--- src/sync_rx_pkg.sv ---
// Constants, register map and state encoding for the synchronous character receiver
`default_nettype none

package sync_rx_pkg;

    // Character and holding register geometry
    localparam int unsigned HOLD_W        = 9;
    localparam int unsigned DATA_W        = 8;
    localparam int unsigned LEN_W         = 2;
    localparam int unsigned CNT_W         = 4;
    localparam logic [3:0]  CHAR_MIN_BITS = 4'h5;
    localparam logic [3:0]  HOLD_BITS     = 4'h9;
    localparam logic [3:0]  DATA_BITS     = 4'h8;

    // Values taken on reset or master reset
    localparam logic [8:0]  HOLD_RESET    = 9'h1ff;
    localparam logic [7:0]  MATCH_RESET   = 8'h00;
    localparam logic [8:0]  SHIFT_RESET   = 9'h000;
    localparam logic [3:0]  CNT_RESET     = 4'h0;
    localparam logic [1:0]  LEN_RESET     = 2'h3;

    // Register port
    localparam int unsigned ADDR_W        = 4;
    localparam int unsigned BUS_W         = 32;
    localparam logic [3:0]  REG_STATUS    = 4'h0;
    localparam logic [3:0]  REG_MASK      = 4'h4;
    localparam logic [3:0]  REG_HOLDING   = 4'h8;
    localparam logic [3:0]  REG_MATCH     = 4'hc;
    localparam logic [31:0] BUS_ZERO      = 32'h0000_0000;

    // Interrupt status bit positions
    localparam int unsigned STAT_W        = 4;
    localparam int unsigned ST_READY      = 0;
    localparam int unsigned ST_MATCH      = 1;
    localparam int unsigned ST_PARITY     = 2;
    localparam int unsigned ST_OVERRUN    = 3;
    localparam logic [3:0]  STAT_RESET    = 4'h0;

    // Pin synchroniser vector layout
    localparam int unsigned PIN_W         = 11;
    localparam int unsigned PIN_RXCLK     = 0;
    localparam int unsigned PIN_RXDAT     = 1;
    localparam int unsigned PIN_CD        = 2;
    localparam int unsigned PIN_POFF      = 3;
    localparam int unsigned PIN_EVEN      = 4;
    localparam int unsigned PIN_SFC_N     = 5;
    localparam int unsigned PIN_RDC_N     = 6;
    localparam int unsigned PIN_MR        = 7;
    localparam int unsigned PIN_SS        = 8;
    localparam int unsigned PIN_LEN       = 9;
    // Clears idle high, chip disabled, length 8
    localparam logic [10:0] PIN_RESET     = 11'h664;

    typedef enum logic [1:0] {
        ST_IDLE   = 2'b00,
        ST_HUNT   = 2'b01,
        ST_LOCKED = 2'b11
    } rx_state_e;

endpackage

`default_nettype wire
--- src/pin_sync3.sv ---
// Three-stage pin synchroniser with agreement filter
`default_nettype none

module pin_sync3
    import sync_rx_pkg::*;
(
    input  wire logic             sys_clk,
    input  wire logic             rst,
    input  wire logic [PIN_W-1:0] pin_in,
    output logic      [PIN_W-1:0] level_out
);

    logic [PIN_W-1:0] s1_q;
    logic [PIN_W-1:0] s2_q;
    logic [PIN_W-1:0] s3_q;
    logic [PIN_W-1:0] level_q;

    always_ff @(posedge sys_clk or posedge rst)
    begin
        if (rst)
        begin
            s1_q <= PIN_RESET;
            s2_q <= PIN_RESET;
            s3_q <= PIN_RESET;
        end
        else
        begin
            s1_q <= pin_in;
            s2_q <= s1_q;
            s3_q <= s2_q;
        end
    end

    // A level is taken only once stages two and three agree
    always_ff @(posedge sys_clk or posedge rst)
    begin
        if (rst)
            level_q <= PIN_RESET;
        else
            level_q <= (~(s2_q ^ s3_q) & s3_q) | ((s2_q ^ s3_q) & level_q);
    end

    assign level_out = level_q;

endmodule

`default_nettype wire

--- src/sync_char_receiver_flags.sv ---
// Synchronous character receiver with holding register, parity and status flags
//
// Summary of operation
// [RL1] Nine holding outputs, parity on top line
// [RL2] Short characters right-justified, upper lines low
// [RL3] Parity off, else even or odd select
// [RL4] Parity bit checked after last data bit
// [RL5] Low status clear resets parity, overrun flags
// [RL6] Low ready clear resets data-received flag
// [RL7] Ready flag rises after character transfer
// [RL8] First sync match raises match, not ready
// [RL9] Transfer and ready update at last bit
// [RL10] Holding outputs driven only when enabled
// [RL11] Select and clear inputs gated by disable
// [RL12] Two-bit code selects five to eight bits
// [RL13] Master reset idles, holding ones, flags cleared
// [RL14] Overrun when ready still set at transfer
// [RL15] Sync search rising hunts, falling drops sync
// [RL16] Clears act on level, clear holds flag
`default_nettype none

module sync_char_receiver_flags
(
    input  wire logic                         sys_clk,
    input  wire logic                         rst,
    input  wire logic                         rx_bit_clock,
    input  wire logic                         rx_serial_in,
    input  wire logic                         chip_disable,
    input  wire logic                         parity_off,
    input  wire logic                         even_parity_select,
    input  wire logic [sync_rx_pkg::LEN_W-1:0] char_length_select,
    input  wire logic                         status_flag_clear_n,
    input  wire logic                         rx_ready_clear_n,
    input  wire logic                         master_reset,
    input  wire logic                         sync_search_ctrl,
    input  wire logic [sync_rx_pkg::ADDR_W-1:0] bus_addr,
    input  wire logic [sync_rx_pkg::BUS_W-1:0] bus_wdata,
    input  wire logic                         bus_wr,
    input  wire logic                         bus_rd,
    output logic      [sync_rx_pkg::BUS_W-1:0] bus_rdata,
    output logic      [sync_rx_pkg::HOLD_W-1:0] rx_holding_out,
    output logic                              rx_holding_oe,
    output logic                              rx_ready_flag,
    output logic                              parity_error_flag,
    output logic                              overrun_flag,
    output logic                              sync_match_flag,
    output logic                              flags_oe,
    output logic                              irq
);

    import sync_rx_pkg::*;
    // Length in bits for a select code
    function automatic logic [3:0] char_bits(input logic [1:0] code);
        char_bits = CHAR_MIN_BITS + {2'b00, code}; // RL12
    endfunction
    // Mask of the data lines in use for a length
    function automatic logic [7:0] data_mask(input logic [3:0] nbits);
        data_mask = 8'hff >> (DATA_BITS - nbits);
    endfunction

    logic [PIN_W-1:0]  pins_raw;
    logic [PIN_W-1:0]  pins;
    logic              clk_lvl;
    logic              cd_lvl;
    logic              mr_lvl;
    logic              ss_lvl;
    logic              clk_prev_q;
    logic              ss_prev_q;
    logic              bit_tick;
    logic              ss_rise;
    logic              ss_fall;
    logic [1:0]        len_q;
    logic              par_off_q;
    logic              even_q;
    logic              sfc_act;
    logic              rdc_act;
    rx_state_e         state_q;
    rx_state_e         state_d;
    logic [8:0]        shreg_q;
    logic [8:0]        shreg_d;
    logic [CNT_W-1:0]  cnt_q;
    logic [3:0]        len_bits;
    logic [3:0]        frame_bits;
    logic [8:0]        frame;
    logic [7:0]        char_data;
    logic              par_bit;
    logic              par_err;
    logic              cnt_last;
    logic              hunt_hit;
    logic              char_done;
    logic              idle_tick;
    logic              is_match;
    logic [8:0]        holding_q;
    logic [7:0]        match_q;
    logic              ready_q;
    logic              pe_q;
    logic              ovr_q;
    logic              sync_match_flag_q;
    logic [STAT_W-1:0] stat_q;
    logic [STAT_W-1:0] mask_q;
    logic [STAT_W-1:0] events;
    logic [BUS_W-1:0]  rdata_q;

    // Every pin except the register port is brought into the sys_clk domain
    assign pins_raw = {char_length_select, sync_search_ctrl, master_reset, rx_ready_clear_n,
                       status_flag_clear_n, even_parity_select, parity_off, chip_disable,
                       rx_serial_in, rx_bit_clock};

    pin_sync3 u_pin_sync (
        .sys_clk   (sys_clk),
        .rst       (rst),
        .pin_in    (pins_raw),
        .level_out (pins)
    );

    assign clk_lvl = pins[PIN_RXCLK];
    assign cd_lvl  = pins[PIN_CD];
    assign mr_lvl  = pins[PIN_MR];
    assign ss_lvl  = pins[PIN_SS];
    always_ff @(posedge sys_clk or posedge rst)
    begin
        if (rst)
        begin
            clk_prev_q <= 1'b0;
            ss_prev_q  <= 1'b0;
        end
        else
        begin
            clk_prev_q <= clk_lvl;
            ss_prev_q  <= ss_lvl;
        end
    end

    // Bits are taken on the falling edge of the bit clock
    assign bit_tick = clk_prev_q & ~clk_lvl;
    assign ss_rise  = ~ss_prev_q & ss_lvl;
    assign ss_fall  = ss_prev_q & ~ss_lvl;

    // Select inputs only follow the pins while the chip is enabled
    always_ff @(posedge sys_clk or posedge rst)
    begin
        if (rst)
        begin
            len_q     <= LEN_RESET;
            par_off_q <= 1'b1;
            even_q    <= 1'b0;
        end
        else if (!cd_lvl)
        begin
            len_q     <= pins[PIN_LEN +: LEN_W];
            par_off_q <= pins[PIN_POFF]; // RL3 RL11
            even_q    <= pins[PIN_EVEN]; // RL11
        end
    end
    assign sfc_act = ~cd_lvl & ~pins[PIN_SFC_N]; // RL11
    assign rdc_act = ~cd_lvl & ~pins[PIN_RDC_N]; // RL11
    // Frame view of the receiver shift register after the incoming bit
    assign shreg_d    = {pins[PIN_RXDAT], shreg_q[8:1]};
    assign len_bits   = char_bits(len_q);
    assign frame_bits = len_bits + {3'b000, ~par_off_q}; // RL4
    assign frame      = shreg_d >> (HOLD_BITS - frame_bits);
    assign char_data  = frame[7:0] & data_mask(len_bits); // RL2
    assign par_bit    = ~par_off_q & frame[len_bits]; // RL4
    assign par_err    = ~par_off_q & ((^{char_data, par_bit}) == even_q); // RL3 RL4
    assign is_match   = (char_data == (match_q & data_mask(len_bits)));
    assign cnt_last   = (cnt_q == frame_bits - 4'h1);
    assign idle_tick = (state_q == ST_IDLE) & bit_tick;
    assign hunt_hit  = (state_q == ST_HUNT) & bit_tick & is_match; // RL8
    assign char_done = (state_q == ST_LOCKED) & bit_tick & cnt_last; // RL9

    always_ff @(posedge sys_clk or posedge rst)
    begin
        if (rst)
            shreg_q <= SHIFT_RESET;
        else if (mr_lvl)
            shreg_q <= SHIFT_RESET; // RL13
        else if (bit_tick)
            shreg_q <= shreg_d;
    end

    always_comb
    begin
        state_d = state_q;
        unique case (state_q)
            ST_IDLE:
                if (ss_rise)
                    state_d = ST_HUNT; // RL15
            ST_HUNT:
                if (ss_fall)
                    state_d = ST_IDLE; // RL15
                else if (hunt_hit)
                    state_d = ST_LOCKED;
            ST_LOCKED:
                if (ss_fall)
                    state_d = ST_IDLE; // RL15
            default:
                state_d = ST_IDLE;
        endcase
        if (mr_lvl)
            state_d = ST_IDLE; // RL13
    end

    always_ff @(posedge sys_clk or posedge rst)
    begin
        if (rst)
            state_q <= ST_IDLE;
        else
            state_q <= state_d;
    end

    // Bit position within a locked character
    always_ff @(posedge sys_clk or posedge rst)
    begin
        if (rst)
            cnt_q <= CNT_RESET;
        else if (mr_lvl || state_q != ST_LOCKED)
            cnt_q <= CNT_RESET;
        else if (bit_tick)
            cnt_q <= cnt_last ? CNT_RESET : cnt_q + 4'h1;
    end

    // Holding register: transparent while idle, loaded per character once locked
    always_ff @(posedge sys_clk or posedge rst)
    begin
        if (rst)
            holding_q <= HOLD_RESET;
        else if (mr_lvl)
            holding_q <= HOLD_RESET; // RL13
        else if (idle_tick || hunt_hit || char_done)
            holding_q <= {par_bit, char_data}; // RL1 RL2 RL9
    end

    // Clear inputs win over a transfer while held low
    always_ff @(posedge sys_clk or posedge rst)
    begin
        if (rst)
            ready_q <= 1'b0;
        else if (mr_lvl || rdc_act)
            ready_q <= 1'b0; // RL6 RL13 RL16
        else if (char_done)
            ready_q <= 1'b1; // RL7 RL9
    end

    always_ff @(posedge sys_clk or posedge rst)
    begin
        if (rst)
        begin
            pe_q  <= 1'b0;
            ovr_q <= 1'b0;
        end
        else if (mr_lvl || sfc_act)
        begin
            pe_q  <= 1'b0; // RL5 RL13 RL16
            ovr_q <= 1'b0; // RL5 RL16
        end
        else if (char_done)
        begin
            pe_q  <= par_err; // RL4
            ovr_q <= ovr_q | (ready_q & ~rdc_act); // RL14
        end
    end

    always_ff @(posedge sys_clk or posedge rst)
    begin
        if (rst)
            sync_match_flag_q <= 1'b0;
        else if (mr_lvl)
            sync_match_flag_q <= 1'b0; // RL13
        else if (hunt_hit)
            sync_match_flag_q <= 1'b1; // RL8
        else if (char_done)
            sync_match_flag_q <= is_match;
    end

    always_ff @(posedge sys_clk or posedge rst)
    begin
        if (rst)
            match_q <= MATCH_RESET;
        else if (mr_lvl)
            match_q <= MATCH_RESET; // RL13
        else if (bus_wr && bus_addr == REG_MATCH)
            match_q <= bus_wdata[7:0];
    end

    // Interrupt status: events set, a status read clears, set wins
    assign events[ST_READY]   = char_done & ~rdc_act;
    assign events[ST_MATCH]   = hunt_hit | (char_done & is_match);
    assign events[ST_PARITY]  = char_done & par_err & ~sfc_act;
    assign events[ST_OVERRUN] = char_done & ready_q & ~rdc_act & ~sfc_act;

    always_ff @(posedge sys_clk or posedge rst)
    begin
        if (rst)
            stat_q <= STAT_RESET;
        else if (bus_rd && bus_addr == REG_STATUS)
            stat_q <= events;
        else
            stat_q <= stat_q | events;
    end

    always_ff @(posedge sys_clk or posedge rst)
    begin
        if (rst)
            mask_q <= STAT_RESET;
        else if (bus_wr && bus_addr == REG_MASK)
            mask_q <= bus_wdata[STAT_W-1:0];
    end

    // Read data stands for one cycle only; unmapped reads as zero
    always_ff @(posedge sys_clk or posedge rst)
    begin
        if (rst)
            rdata_q <= BUS_ZERO;
        else if (bus_rd)
            unique case (bus_addr)
                REG_STATUS:  rdata_q <= {28'h000_0000, stat_q};
                REG_MASK:    rdata_q <= {28'h000_0000, mask_q};
                REG_HOLDING: rdata_q <= {23'h00_0000, holding_q};
                REG_MATCH:   rdata_q <= {24'h00_0000, match_q};
                default:     rdata_q <= BUS_ZERO;
            endcase
        else
            rdata_q <= BUS_ZERO;
    end

    assign bus_rdata         = rdata_q;
    assign rx_holding_out    = holding_q; // RL1
    assign rx_holding_oe     = ~cd_lvl; // RL10
    assign flags_oe          = ~cd_lvl;
    assign rx_ready_flag     = ready_q;
    assign parity_error_flag = pe_q;
    assign overrun_flag      = ovr_q;
    assign sync_match_flag   = sync_match_flag_q;
    assign irq               = |(stat_q & mask_q);

    a_holding_drive: assert property (@(posedge sys_clk) disable iff (rst) // RL10
        rx_holding_oe == !pins[PIN_CD])
        else $error("holding outputs driven while disabled");
    a_ready_clear: assert property (@(posedge sys_clk) disable iff (rst) // RL6
        (!pins[PIN_RDC_N] && !pins[PIN_CD]) |=> !rx_ready_flag)
        else $error("ready flag not cleared");
    a_status_clear: assert property (@(posedge sys_clk) disable iff (rst) // RL5
        (!pins[PIN_SFC_N] && !pins[PIN_CD]) |=> (!parity_error_flag && !overrun_flag))
        else $error("status flags not cleared");
    a_ready_set: assert property (@(posedge sys_clk) disable iff (rst) // RL7
        (char_done && !rdc_act && !mr_lvl) |=> (rx_ready_flag && rx_holding_out == $past({par_bit, char_data})))
        else $error("ready or holding not updated at transfer");
    a_first_sync: assert property (@(posedge sys_clk) disable iff (rst) // RL8
        (hunt_hit && !ready_q && !mr_lvl) |=> (sync_match_flag && !rx_ready_flag && state_q == ST_LOCKED))
        else $error("first sync character mishandled");
    a_overrun_set: assert property (@(posedge sys_clk) disable iff (rst) // RL14
        (char_done && ready_q && !rdc_act && !sfc_act && !mr_lvl) |=> overrun_flag)
        else $error("overrun not flagged");
    a_right_justify: assert property (@(posedge sys_clk) disable iff (rst) // RL2
        (char_done && !mr_lvl) |=> ((rx_holding_out[7:0] & ~$past(data_mask(len_bits))) == 8'h00))
        else $error("unused data lines not low");
    a_parity_none: assert property (@(posedge sys_clk) disable iff (rst) // RL3
        (char_done && par_off_q && !mr_lvl) |=> (!rx_holding_out[8] && !$rose(parity_error_flag)))
        else $error("parity acted on while off");
    a_master_reset: assert property (@(posedge sys_clk) disable iff (rst) // RL13
        mr_lvl |=> (rx_holding_out == HOLD_RESET && !rx_ready_flag && !sync_match_flag && state_q == ST_IDLE))
        else $error("master reset incomplete");
    a_sync_drop: assert property (@(posedge sys_clk) disable iff (rst) // RL15
        ss_fall |=> state_q == ST_IDLE)
        else $error("sync not dropped");

endmodule
`default_nettype wire

--- config.mk ---
export PLATFORM = sky130hd
export DESIGN_NAME = sync_char_receiver_flags
export DESIGN_NICKNAME = d
export VERILOG_FILES = /design/src/sync_rx_pkg.sv /design/src/pin_sync3.sv /design/src/sync_char_receiver_flags.sv
export SDC_FILE = /design/constraint.sdc
export NUM_CORES = 1
export LEC_CHECK = 0
export ABC_CLOCK_PERIOD_IN_PS = 2800
export BUFFER_PORTS_ARGS = -buffer_cell sky130_fd_sc_hd__buf_2
export CORE_ASPECT_RATIO = 0.9
export CORE_MARGIN = 2
export CORE_UTILIZATION = 31
export CTS_CLUSTER_DIAMETER = 120
export DETAILED_ROUTE_END_ITERATION = 7
export GPL_ROUTABILITY_DRIVEN = 0
export PLACE_DENSITY = 0.56
export SKIP_LAST_GASP = 1
export SYNTH_ARGS = -nofsm -noshare
export SYNTH_HDL_FRONTEND = slang
export SYNTH_SLANG_ARGS = --single-unit
--- constraint.sdc ---
create_clock -name sys_clk -period 2.8 [get_ports sys_clk]
set_input_delay 0.14 -clock sys_clk [delete_from_list [all_inputs] [get_ports sys_clk]]
set_output_delay 0.14 -clock sys_clk [all_outputs]
set_load 0.01 [all_outputs]
### Word-level counts from Yosys, hierarchy flattened

Index checks and enable logic that the tools add are counted.

* flip-flop bits (word level): 126
* input port bits: 51
* output and inout bits: 48
* word-level logic and storage cells: 131

* $add $sub $neg: 6
* magnitude comparators: 1
* eq/ne operators: 12
* shift operators: 2
* muxes and demuxes: 29
* bitwise gates (word level): 40
* reduce and logical (&&, ||, !) cells: 20

Operators with widths (number)
* $mux 9: 4
* $pmux 9 s4: 1
* $mux 32: 1
* $and 11x11->11: 2
* $and 1x1->1: 20
* $and 8x8->8: 2
* $mux 4: 4
* $mux 8: 2
* $reduce_bool 2->1: 6
* $not 11->11: 1
* $or 11x11->11: 1
* $xor 11x11->11: 1
* $mux 1: 10
* $mux 2: 5
* $not 1->1: 9
* $reduce_xor 9->1: 1
* $shr 9x4->9: 1
* $eq 4x4->1 const B: 2
* $eq 8x8->1: 1
* $shr 8x4->8 const A: 1
* $sub 4x4->4 const A: 2
* $ne 3x2->1 const B: 2
* $pmux 2 s3: 1
* $logic_or 1x1->1: 5
* 22 further kinds: 25

### Logic depth before layout (Yosys ltp)

Gate-level depths: netlist of the first run.

* depth in word-level cells: 14
* depth in mapped cells: 15
* mapped depth without buffers: 12

### Cells and area by module

A second synthesis of the first run with hierarchy kept.

* cells, all modules: 466
* area, all modules: 5043.6 µm²

Modules (own cells, without submodules)
* sync_char_receiver_flags: times used 1, cells each 410, area an instance 3789.9 µm²
* pin_sync3: times used 1, cells each 56, area an instance 1253.7 µm²

### Worst setup path before layout of the first run

No wires, ideal clock.

* path kind: register to register
* start point: reg len_q[0]
* end point: reg holding_q[0] (netlist: rx_holding_out[0])
* data arrival time: 3079 ps
* data required time: 2725 ps
* setup slack: -354 ps
* stages on the path, launching flop included: 14
* buffers on the path: 2
* clock period less this slack: 3154 ps
* path through: dfstp_2 -> inv_1 -> ha_1 -> inv_1 -> fa_1 -> buf_2 -> nand2b_1 -> o221ai_1 -> xnor2_1 -> o221a_2 -> o2111ai_2 -> o311ai_2 -> buf_6 -> mux2i_1

* cells in the longest elaborated chain, start to end: 10
* elaborated cells between the ends (all ways): 18

RTL lines
* start: declaration: RTL line sync_char_receiver_flags.sv:72 `logic [1:0] len_q;`
* start signal: assignment: RTL line sync_char_receiver_flags.sv:150 `len_q <= pins[PIN_LEN +: LEN_W];`
* $add 3x2->4 (*): RTL line sync_char_receiver_flags.sv:54 `char_bits = CHAR_MIN_BITS + {2'b00, code};`
* $add 4x1->4: RTL line sync_char_receiver_flags.sv:160 `assign frame_bits = len_bits + {3'b000, ~par_off_q};`
* $sub 4x4->4: RTL line sync_char_receiver_flags.sv:161 `assign frame = shreg_d >> (HOLD_BITS - frame_bits);`
* $shr 9x4->9: RTL line sync_char_receiver_flags.sv:161
* $and 8x8->8: RTL line sync_char_receiver_flags.sv:162 `assign char_data = frame[7:0] & data_mask(len_bits);`
* $eq 8x8->1: RTL line sync_char_receiver_flags.sv:165 `assign is_match = (char_data == (match_q & data_mask(len_bits)));`
* $and 1x1->1: RTL line sync_char_receiver_flags.sv:168 `assign hunt_hit = (state_q == ST_HUNT) & bit_tick & is_match;`
* $logic_or 1x1->1 (2 in series): RTL line sync_char_receiver_flags.sv:229 `else if (idle_tick || hunt_hit || char_done)`
* $reduce_bool 2->1 (no source line)
* end signal: assignment: RTL line sync_char_receiver_flags.sv:230 `holding_q <= {par_bit, char_data};`
* end: declaration: RTL line sync_char_receiver_flags.sv:93 `logic [8:0] holding_q;`

Mark *: on every way between the ends. The rest lies on a longest branch, timed or not. The select of a mux whose other input is x is not followed.
A chain may end at the register's enable or synchronous reset.

### Worst setup path after layout of the first run

* start point: reg len_q[0]
* end point: reg holding_q[2] (netlist: rx_holding_out[2])

The elaborated chain is that of the path after synthesis.

==> results of run 1 <==
## routing by layer
layer	vias up	global-route usage, %
met5	-	0
met4	0	3.55
met3	13	4.08
met2	70	21.1
met1	1674	17.4
li1	1614	-
## cell type report
cell class / instances / share of cell area (%)
clock inverter: 6 / 1.16
timing repair buffer: 102 / 11.7
sequential: 102 / 43.6
multi-input combinational: 294 / 34.5
clock buffer: 10 / 3.85
inverter: 13 / 0.905
tap: 202 / 4.25
## cell usage after synthesis (2+ instances only)
library cell | count | area share [%]
dfrtp_1 | 70 | 37
nand2_1 | 49 | 3.8
nor2_1 | 36 | 2.8
a21oi_1 | 32 | 3.3
dfstp_2 | 32 | 18
buf_4 | 25 | 3.9
mux2i_1 | 15 | 3.1
clkbuf_1 | 14 | 1.1
inv_1 | 13 | 1.0
mux2_2 | 13 | 3.1
maj3_1 | 11 | 2.3
nand3_1 | 11 | 1.2
xor2_1 | 11 | 2.0
a22oi_1 | 10 | 1.6
xnor2_1 | 10 | 1.8
ha_1 | 7 | 1.8
nand2b_1 | 6 | 0.79
nor3_1 | 6 | 0.63
o21ai_0 | 6 | 0.63
or3_1 | 4 | 0.52
and3_1 | 3 | 0.39
nor2b_1 | 3 | 0.39
o21ai_1 | 3 | 0.31
o22ai_1 | 3 | 0.39
a21o_1 | 2 | 0.31
buf_2 | 2 | 0.21
buf_6 | 2 | 0.47
nand3b_1 | 2 | 0.31
nor2_2 | 2 | 0.26
o22ai_2 | 2 | 0.52
o31ai_1 | 2 | 0.31
## path summary, 6_finish.rpt
path | endpoint | cells after the start | slack [ns] | start
setup / recovery | rx_holding_out[2] | 13 | -0.46 | len_q[0]
hold / removal | match_q[2] | 3 | 0.05 | bus_wdata[2]
setup reg to reg | rx_holding_out[2] | 13 | -0.46 | len_q[0]
hold reg to reg | u_pin_sync.s2_q[7] | 0 | 0.35 | u_pin_sync.s1_q[7]
max in group asynchronous | rx_holding_out[1] | 4 | 1.56 | rst
min in group asynchronous | clk_prev_q | 3 | 0.51 | rst
## cell families (layout without fill, tap and decap cells)
logic type               after synthesis  count (layout)  share of synthesized area, %
adder cells (fa/ha/maj)               19              19                          4.55
flip-flops                           102             102                          54.2
AO/OA/AOI/OAI                         75              75                          11.0
other                                  1              23                        0.0784
multiplexers                          31              31                          7.46
buffers and inverters                 56             131                          6.72
AND/OR/NAND/NOR                      123             123                          11.3
XOR/XNOR                              23              23                          4.66
## per-stage QoR
| step | cells | power (mW) |
|---|---|---|
| floorplan | 452 | 2.66 |
| global route | 729 | 4.61 |
| CTS | 729 | 4.38 |
| finish | 729 | 4.37 |
| global placement | 697 | 2.99 |
| detailed placement | 697 | 3.02 |
## worst max-delay path, delay by kind of cell, from the launching register on
family                   cells  cell delay [ns]
flip-flops                   1             0.55
adder cells (fa/ha/maj)      2             0.61
XOR/XNOR                     1             0.17
multiplexers                 1             0.22
buffers and inverters        4             0.44
AND/OR/NAND/NOR              1             0.16
AO/OA/AOI/OAI                4             1.03
## timing repair
action | 4_1_cts | 5_1_grt
gates cloned | 1 | 0
pin swaps | 1 | 3
gates resized for setup | 15 | 2
endpoints found under the hold margin | 45 | 0
setup buffers | 4 | 1
endpoints found under the setup margin | 18 | 19
hold buffers | 12 | 0
## power breakdown
group / internal, mW / switching, mW / total [mW]
logic: 0.642 / 0.682 / 1.32
registers: 1.66 / 0.115 / 1.77
clock network: 0.702 / 0.568 / 1.27
==> summary.txt, run 1 <==
Outcome
  – Status: complete, but fails checks
  – Failing checks: negative setup slack

Power
  – Leak Pwr: between 2 and 3 nW
  – Pwr Density: roughly 730 nW/um^2
  – Max VDD drop: ~0.00055 V

Setup path
  – Worst setup SP type: flop
  – Critical Path Slowest Stage Cell: dfstp_2
  – CP cell instances: inv_4 > ha_4 > inv_2 > fa_2 > buf_6 > nand2b_4 > o221ai_2 > xnor2_1 > o221a_2 > o2111ai_2 > o311ai_4 > buf_6 > mux2i_1
  – Most common cell on crit path: buf_6
  – Max stage delay on crit path: between 0.5 and 0.6 ns
  – Critical path type: flop to flop
  – Crit Path Max Fanout: 5
  – Worst endpoint required time: around 3.1 ns
  – Worst EP arrival: approximately 3.5 ns
  – Critical path capture point type: flop

Clocking
  – Htree depth: 3
  – Skew-Pair Late Insertion Delay: 0.35 ns
  – Number of buffers created by CTS: 9
  – Sink Count: slightly above 100
  – Clock Pin Slew Worst Setup and Hold Paths: roughly 0.070 ns
  – Clock buffer depth: 2
  – CTS tree: done
  – Root Buffer Master: clkbuf_16

Synthesis
  – Post-synth EDFFs: 0
  – Post-synthesis async set-or-reset flop share: 100%
  – Post-synthesis sequential area ratio: approximately 54%
  – Syn Inst Count: 430
  – Ys flop type: dfrtp_1
  – Avg Synthesized Cell Area: 11.1 sq um
  – Library cells used by synthesis: 54
  – Synthesized cell area: around 4800 sq um
  – Yosys Warn Count: 0
  – FF+latch count, synth: roughly 100

GRT
  – Total grt overflow: 0
  – First-pass GRT wire length: between 15000 and 20000 um
  – Pin count of the biggest net entering global routing: 67
  – Vias in the first global route: roughly 3400
  – Initial antenna violation count: 0
  – Global-route usage over all layers: 13.2%

Layout
  – Fin area: approximately 5900 sq um
  – Fin util: approximately 39%
  – Commonest non-fill, non-tap cells in the layout: dfrtp_1 (70), buf_2 (51), nand2_1 (49)
  – Reg area: 2590 sq um
  – Layout Nets: between 500 and 600
  – Fillcell total: approximately 1500
  – Layout cells sized above 1: 35.1%
  – Synthesis-to-finish area growth: 24.4%
  – Antenna diodes: 0
  – Area of the multi-input gates: between 2000 and 2500 sq um
  – Most common cell after layout, fill and taps aside: dfrtp_1

Placement
  – Pre-CTS WS: -0.377 ns
  – Dpl cell area: about 5400 sq um
  – I/O Buffers: 51
  – DPL Wire Length: ~7400 um

Timing
  – Tcrit/Tclk final: 116%
  – Slew @ Worst Pin: 0.815 ns
  – Setup TNS: -5.14 ns
  – Fin Clk Skew: 0.00543 ns
  – Slew headroom: between 40% and 50%
  – Min Tclk post-route: 3.26 ns
  – RSZ-0062 raised after global routing: true
  – Final setup vio count: 18
  – Hold Fails Final Rpt: 0
  – Final worst setup slack: -0.461 ns
  – Max Slew Vio Count: 0
  – Fmax: about 0.31 GHz
  – Final hold slack: around 0.05 ns

Detailed routing
  – Post-route DRC violation count: 0
  – DR vias/cell: ~4.6
  – Routed Antenna Nets: 0
  – 1st-pass router iterations: 4
  – Met3 WL post-DR: ~410 um
  – Wirelength per Cell: about 14 um
  – Met1 wire length: slightly below 5000 um
  – Max Used Layer: met4
  – WL met2: 4870 um
  – Final wirelength: ~10000 um
  – Via count: between 3000 and 4000
  – Initial detailed-routing violation count: between 200 and 250

Run
  – # Max-Cap Violations: 0

Floorplan
  – Core Area: 15200 sq um
  – Top Ports: 99
  – Die width: 135 um
  – Die H: between 100 and 150 um
  – Row count: between 40 and 50
  – Die footprint: approximately 16000 sq um
  – Starting Density: between 30% and 40%

Hold path
  – Class of the worst hold path: input port to flop
Note: power is estimated with default switching activity, not from simulation.
==> inputs of run 2 (changes only) <==
CTS_BUF_LIST = sky130_fd_sc_hd__clkbuf_16   (was not set)
SKIP_LAST_GASP = not set   (was 1)
==> summary.txt, run 2 (synthesis gave the netlist of run 1 again) <==
Outcome
  – Status: complete, but fails checks
  – Failing checks: negative setup slack

Setup path
  – CP cell instances: inv_4 > ha_4 > inv_2 > fa_2 > buf_6 > nand2b_4 > o221ai_2 > xnor2_1 > o221a_2 > o2111ai_2 > o311ai_4 > buf_6 > mux2i_1
  – Critical path type: flop to flop
  – Critical R2R Launch: len_q[0]
  – Critical Path Slowest Stage Cell: dfstp_2
  – Critical Path Start: len_q[0]
  – Max stage delay on crit path: roughly 0.55 ns
  – Most common cell on crit path: buf_6
  – Worst setup SP type: flop
  – Crit Path Max Fanout: 5
  – Critical path capture point type: flop
  – Worst endpoint required time: between 3 and 4 ns
  – Worst EP arrival: about 3.5 ns

Run
  – # Max-Cap Violations: 0

Hold path
  – Class of the worst hold path: input port to flop
  – HP Start: bus_wdata[2]

Power
  – Leak Pwr: 2.64 nW
  – Total power: roughly 4.4 mW
  – Pwr Density: approximately 730 nW/um^2
  – Max VDD drop: approximately 0.00055 V

Clocking
  – Number of buffers created by CTS: 9
  – Clock buffer depth: 2
  – Htree depth: 3
  – Clock Pin Slew Worst Setup and Hold Paths: around 0.070 ns
  – Root Buffer Master: clkbuf_16
  – CTS tree: done
  – Sink Count: 102
  – Skew-Pair Late Insertion Delay: roughly 0.35 ns

Timing
  – Slew @ Worst Pin: roughly 0.8 ns
  – Hold Fails Final Rpt: 0
  – Final setup vio count: 18
  – Final worst setup slack: -0.463 ns
  – Max Slew Vio Count: 0
  – Slew headroom: around 46%
  – Fmax: between 0.3 and 0.4 GHz
  – Min Tclk post-route: approximately 3.3 ns
  – Fin Clk Skew: 0.00510 ns
  – RSZ-0062 raised after global routing: true
  – Final hold slack: 0.0494 ns
  – Tcrit/Tclk final: 117%

Layout
  – Synthesis-to-finish area growth: 24.5%
  – Fillcell total: 1471
  – Most common cell after layout, fill and taps aside: dfrtp_1
  – Layout Nets: between 500 and 600
  – Antenna diodes: 0
  – Commonest non-fill, non-tap cells in the layout: dfrtp_1 (70), buf_2 (51), nand2_1 (49)
  – Layout cells sized above 1: about a third
  – Fin area: ~6000 sq um

Detailed routing
  – DR vias/cell: between 4 and 5
  – 1st-pass router iterations: 4
  – Final wirelength: slightly above 10000 um
  – Post-route DRC violation count: 0
  – Wirelength per Cell: approximately 14 um
  – Initial detailed-routing violation count: 219
  – Via count: about 3400
  – Routed Antenna Nets: 0

Floorplan
  – Die width: approximately 130 um
  – Core Area: 15200 sq um
  – Starting Density: a little under a third
  – Row count: 43
  – Die H: about 120 um
  – Die footprint: 16400 sq um
  – Top Ports: between 90 and 100

GRT
  – First-pass GRT wire length: approximately 17000 um
  – Global-route usage over all layers: about an eighth
  – Vias in the first global route: roughly 3400
  – Initial antenna violation count: 0
  – Total grt overflow: 0
  – Pin count of the biggest net entering global routing: 67

Placement
  – Pre-CTS WS: -0.377 ns
  – DPL Wire Length: around 7400 um
  – I/O Buffers: between 50 and 60
  – Dpl cell area: between 5000 and 6000 sq um
==> run 2: changes by cell type in the layout (fill, tap and decap cells not counted), sizes merged <==
cell,before,now
inv,15,16
clkbuf,10,9
==> run 2: stage by stage <==
step	instances	setup TNS, ns	util (%)
after CTS	729	-4.54	39.0
after floorplan	452	-2.19	-
final	729	-5.17	39.1
after global placement	697	-4.17	35.6
after detailed placement	697	-4.83	35.6
after global routing	729	-7.95	39.1
==> run 2: critical path, delay by kind of cell (launching register included) <==
family                     cells  cell delay (ns)
AOI/OAI and AO/OA              4             1.04
DFF                            1             0.55
adders and majority gates      2             0.61
buffers and inverters          4             0.44
xor gates and xnor gates       1             0.17
muxes                          1             0.22
and+or+nand+nor                1             0.16
==> run 2: area by class of cell <==
type                       count  area, sq um  area share [%]
clock buffer                   9          225            3.78
tap                          202          253            4.25
inverter                      13         53.8           0.904
multi-input combinational    294         2060            34.6
clock inverter                 7         72.6            1.22
sequential                   102         2590            43.5
timing repair buffer         102          696            11.7
==> run 2: path summary, 6_finish.rpt <==
path / end / slack [ns] / cells past startpoint
max in group asynchronous: rx_holding_out[1] / 1.56 / 4
min in group asynchronous: clk_prev_q / 0.50 / 3
hold reg to reg: u_pin_sync.s2_q[7] / 0.35 / 0
setup reg to reg: rx_holding_out[2] / -0.46 / 13
setup / recovery: rx_holding_out[2] / -0.46 / 13
hold / removal: match_q[2] / 0.05 / 3
==> run 2: per-layer routing <==
layer / GRT usage, % / wire length (um) / share of wire (%)
met1: 17.5 / 4870 / 47
met2: 21.0 / 4850 / 47
met3: 4.08 / 421 / 4.1
met4: 3.55 / 151 / 1.5
met5: 0 / 0 / 0
==> run 2: repair_timing <==
| item | 4_1_cts | 5_1_grt |
|---|---|---|
| endpoints found under the setup margin | 18 | 19 |
| endpoints found under the hold margin | 45 | 0 |
| buffers inserted | 4 | 1 |
| hold buffers | 12 | 0 |
| pin swaps | 1 | 3 |
| resized for setup | 16 | 2 |
| gates cloned | 1 | 0 |
==> run 2: where the power goes <==
| group | internal (mW) | switching [mW] |
|---|---|---|
| sequential | 1.66 | 0.114 |
| clock | 0.698 | 0.568 |
| combinational | 0.645 | 0.681 |
==> inputs of run 3 (changes only) <==
SKIP_LAST_GASP = 1   (was not set)
==> summary.txt, run 3 (synthesis gave the netlist of run 1 again) <==
Timing
  – Max Slew Vio Count: 0
  – Slew headroom: ~46%
  – RSZ-0062 raised after global routing: true
  – Fin Clk Skew: just under 0.006 ns
  – Min Tclk post-route: approximately 3.3 ns
  – Final setup vio count: 18
  – Final worst setup slack: -0.459 ns
  – Fmax: 0.307 GHz
  – Slew @ Worst Pin: 0.815 ns
  – Setup TNS: -5.12 ns
  – Hold Fails Final Rpt: 0
  – Tcrit/Tclk final: 116%

GRT
  – Total grt overflow: 0
  – Global-route usage over all layers: about an eighth
  – First-pass GRT wire length: roughly 17000 um
  – Initial antenna violation count: 0
  – Vias in the first global route: ~3400
  – Pin count of the biggest net entering global routing: 67

Layout
  – Fillcell total: about 1500
  – Area of the multi-input gates: 2050 sq um
  – Synthesis-to-finish area growth: 24.4%
  – Antenna diodes: 0
  – Layout Nets: approximately 580
  – Most common cell after layout, fill and taps aside: dfrtp_1
  – Fin util: 39.1%
  – Layout cells sized above 1: between 30% and 40%
  – Fin area: between 5000 and 6000 sq um
  – Reg area: between 2000 and 3000 sq um
  – Commonest non-fill, non-tap cells in the layout: dfrtp_1 (70), buf_2 (51), nand2_1 (49)

Floorplan
  – Die footprint: 16400 sq um
  – Starting Density: 31.4%
  – Die width: between 100 and 150 um
  – Top Ports: 99
  – Die H: between 100 and 150 um
  – Row count: 43
  – Core Area: 15200 sq um

Power
  – Leak Pwr: 2.64 nW
  – Flop pwr share: 40.6%
  – Switching power: 1.37 mW
  – Clk network pwr share: 29.0%
  – Combinational Power Share: 30.3%
  – Max VDD drop: roughly 0.00055 V
  – Internal Power: 3.00 mW
  – Sw Ratio: roughly 31%
  – Pwr Density: ~730 nW/um^2
  – Total power: approximately 4.4 mW

Setup path
  – Critical path type: flop to flop
  – Worst endpoint required time: 3.07 ns
  – Critical path capture point type: flop
  – Crit Path Max Fanout: 5
  – Worst EP arrival: ~3.5 ns
  – Worst setup SP type: flop

Detailed routing
  – DR vias/cell: between 4 and 5
  – Wirelength per Cell: around 14 um
  – Initial detailed-routing violation count: approximately 210
  – Via count: between 3000 and 4000
  – 1st-pass router iterations: 4
  – Routed Antenna Nets: 0
  – Post-route DRC violation count: 0
  – Final wirelength: 10300 um

Clocking
  – CTS tree: done
  – Sink Count: between 100 and 150
  – Htree depth: 3
  – Root Buffer Master: clkbuf_16
  – Skew-Pair Late Insertion Delay: ~0.35 ns
  – Clock Pin Slew Worst Setup and Hold Paths: about 0.070 ns
  – Number of buffers created by CTS: 9
  – Clock buffer depth: 2

Outcome
  – Failing checks: negative setup slack
  – Status: complete, but fails checks

Run
  – # Max-Cap Violations: 0

Hold path
  – Class of the worst hold path: input port to flop

Placement
  – DPL Wire Length: about 7400 um
  – I/O Buffers: between 50 and 60
  – Dpl cell area: 5430 sq um
==> run 3: routing by layer <==
metal  part of all wire [%]  GRT usage, %  routed length [um]
met2                     47          21.1                4870
met5                      0             0                   0
met1                     47          17.4                4860
met3                    4.1          4.08                 421
met4                    1.4          3.55                 148
==> run 3: final timing paths <==
kind / cells past startpoint / from / slack (ns) / to
max: 13 / len_q[0] / -0.46 / rx_holding_out[2]
max reg2reg: 13 / len_q[0] / -0.46 / rx_holding_out[2]
max in group asynchronous: 4 / rst / 1.56 / rx_holding_out[1]
min: 3 / bus_wdata[2] / 0.05 / match_q[2]
min reg2reg: 0 / u_pin_sync.s1_q[7] / 0.35 / u_pin_sync.s2_q[7]
min in group asynchronous: 3 / rst / 0.51 / clk_prev_q
==> run 3: through the flow <==
step | cells | hold WS, ns | setup slack [ns]
2_1_floorplan | 452 | 0.144 | -0.200
3_3_place_gp | 697 | 0.246 | -0.325
3_5_place_dp | 697 | 0.246 | -0.377
4_1_cts | 729 | 0.0349 | -0.376
5_1_grt | 729 | 0.0452 | -0.591
6_report | 729 | 0.0487 | -0.459
==> run 3: power groups by stage <==
stage	combinational, mW	sequential [mW]	clock (mW)
floorplan	0.876	1.78	0
global route	1.45	1.79	1.36
global placement	1.20	1.79	0
finish	1.32	1.77	1.27
detailed placement	1.22	1.80	0
CTS	1.29	1.77	1.31
==> run 3: critical path: stages, from the launching register on <==
cell	delay (ns)
dfstp_2	0.55
inv_4	0.05
ha_4	0.15
inv_2	0.05
fa_2	0.46
buf_6	0.15
nand2b_4	0.16
o221ai_2	0.27
xnor2_1	0.17
o221a_2	0.21
o2111ai_2	0.18
o311ai_4	0.37
buf_6	0.19
mux2i_1	0.22
==> run 3: cell type report <==
type	count	area share, %
sequential	102	43.6
multi-input combinational	294	34.5
timing repair buffer	102	11.7
tap	202	4.25
clock buffer	9	3.79
clock inverter	7	1.22
inverter	13	0.905
==> run 3: what timing repair did <==
item	CTS	global route
setup buffers	4	1
resized for setup	15	2
endpoints found under the hold margin	45	0
pin swaps	1	3
setup endpoints to repair	18	19
cloned	1	0
hold buffers	12	0
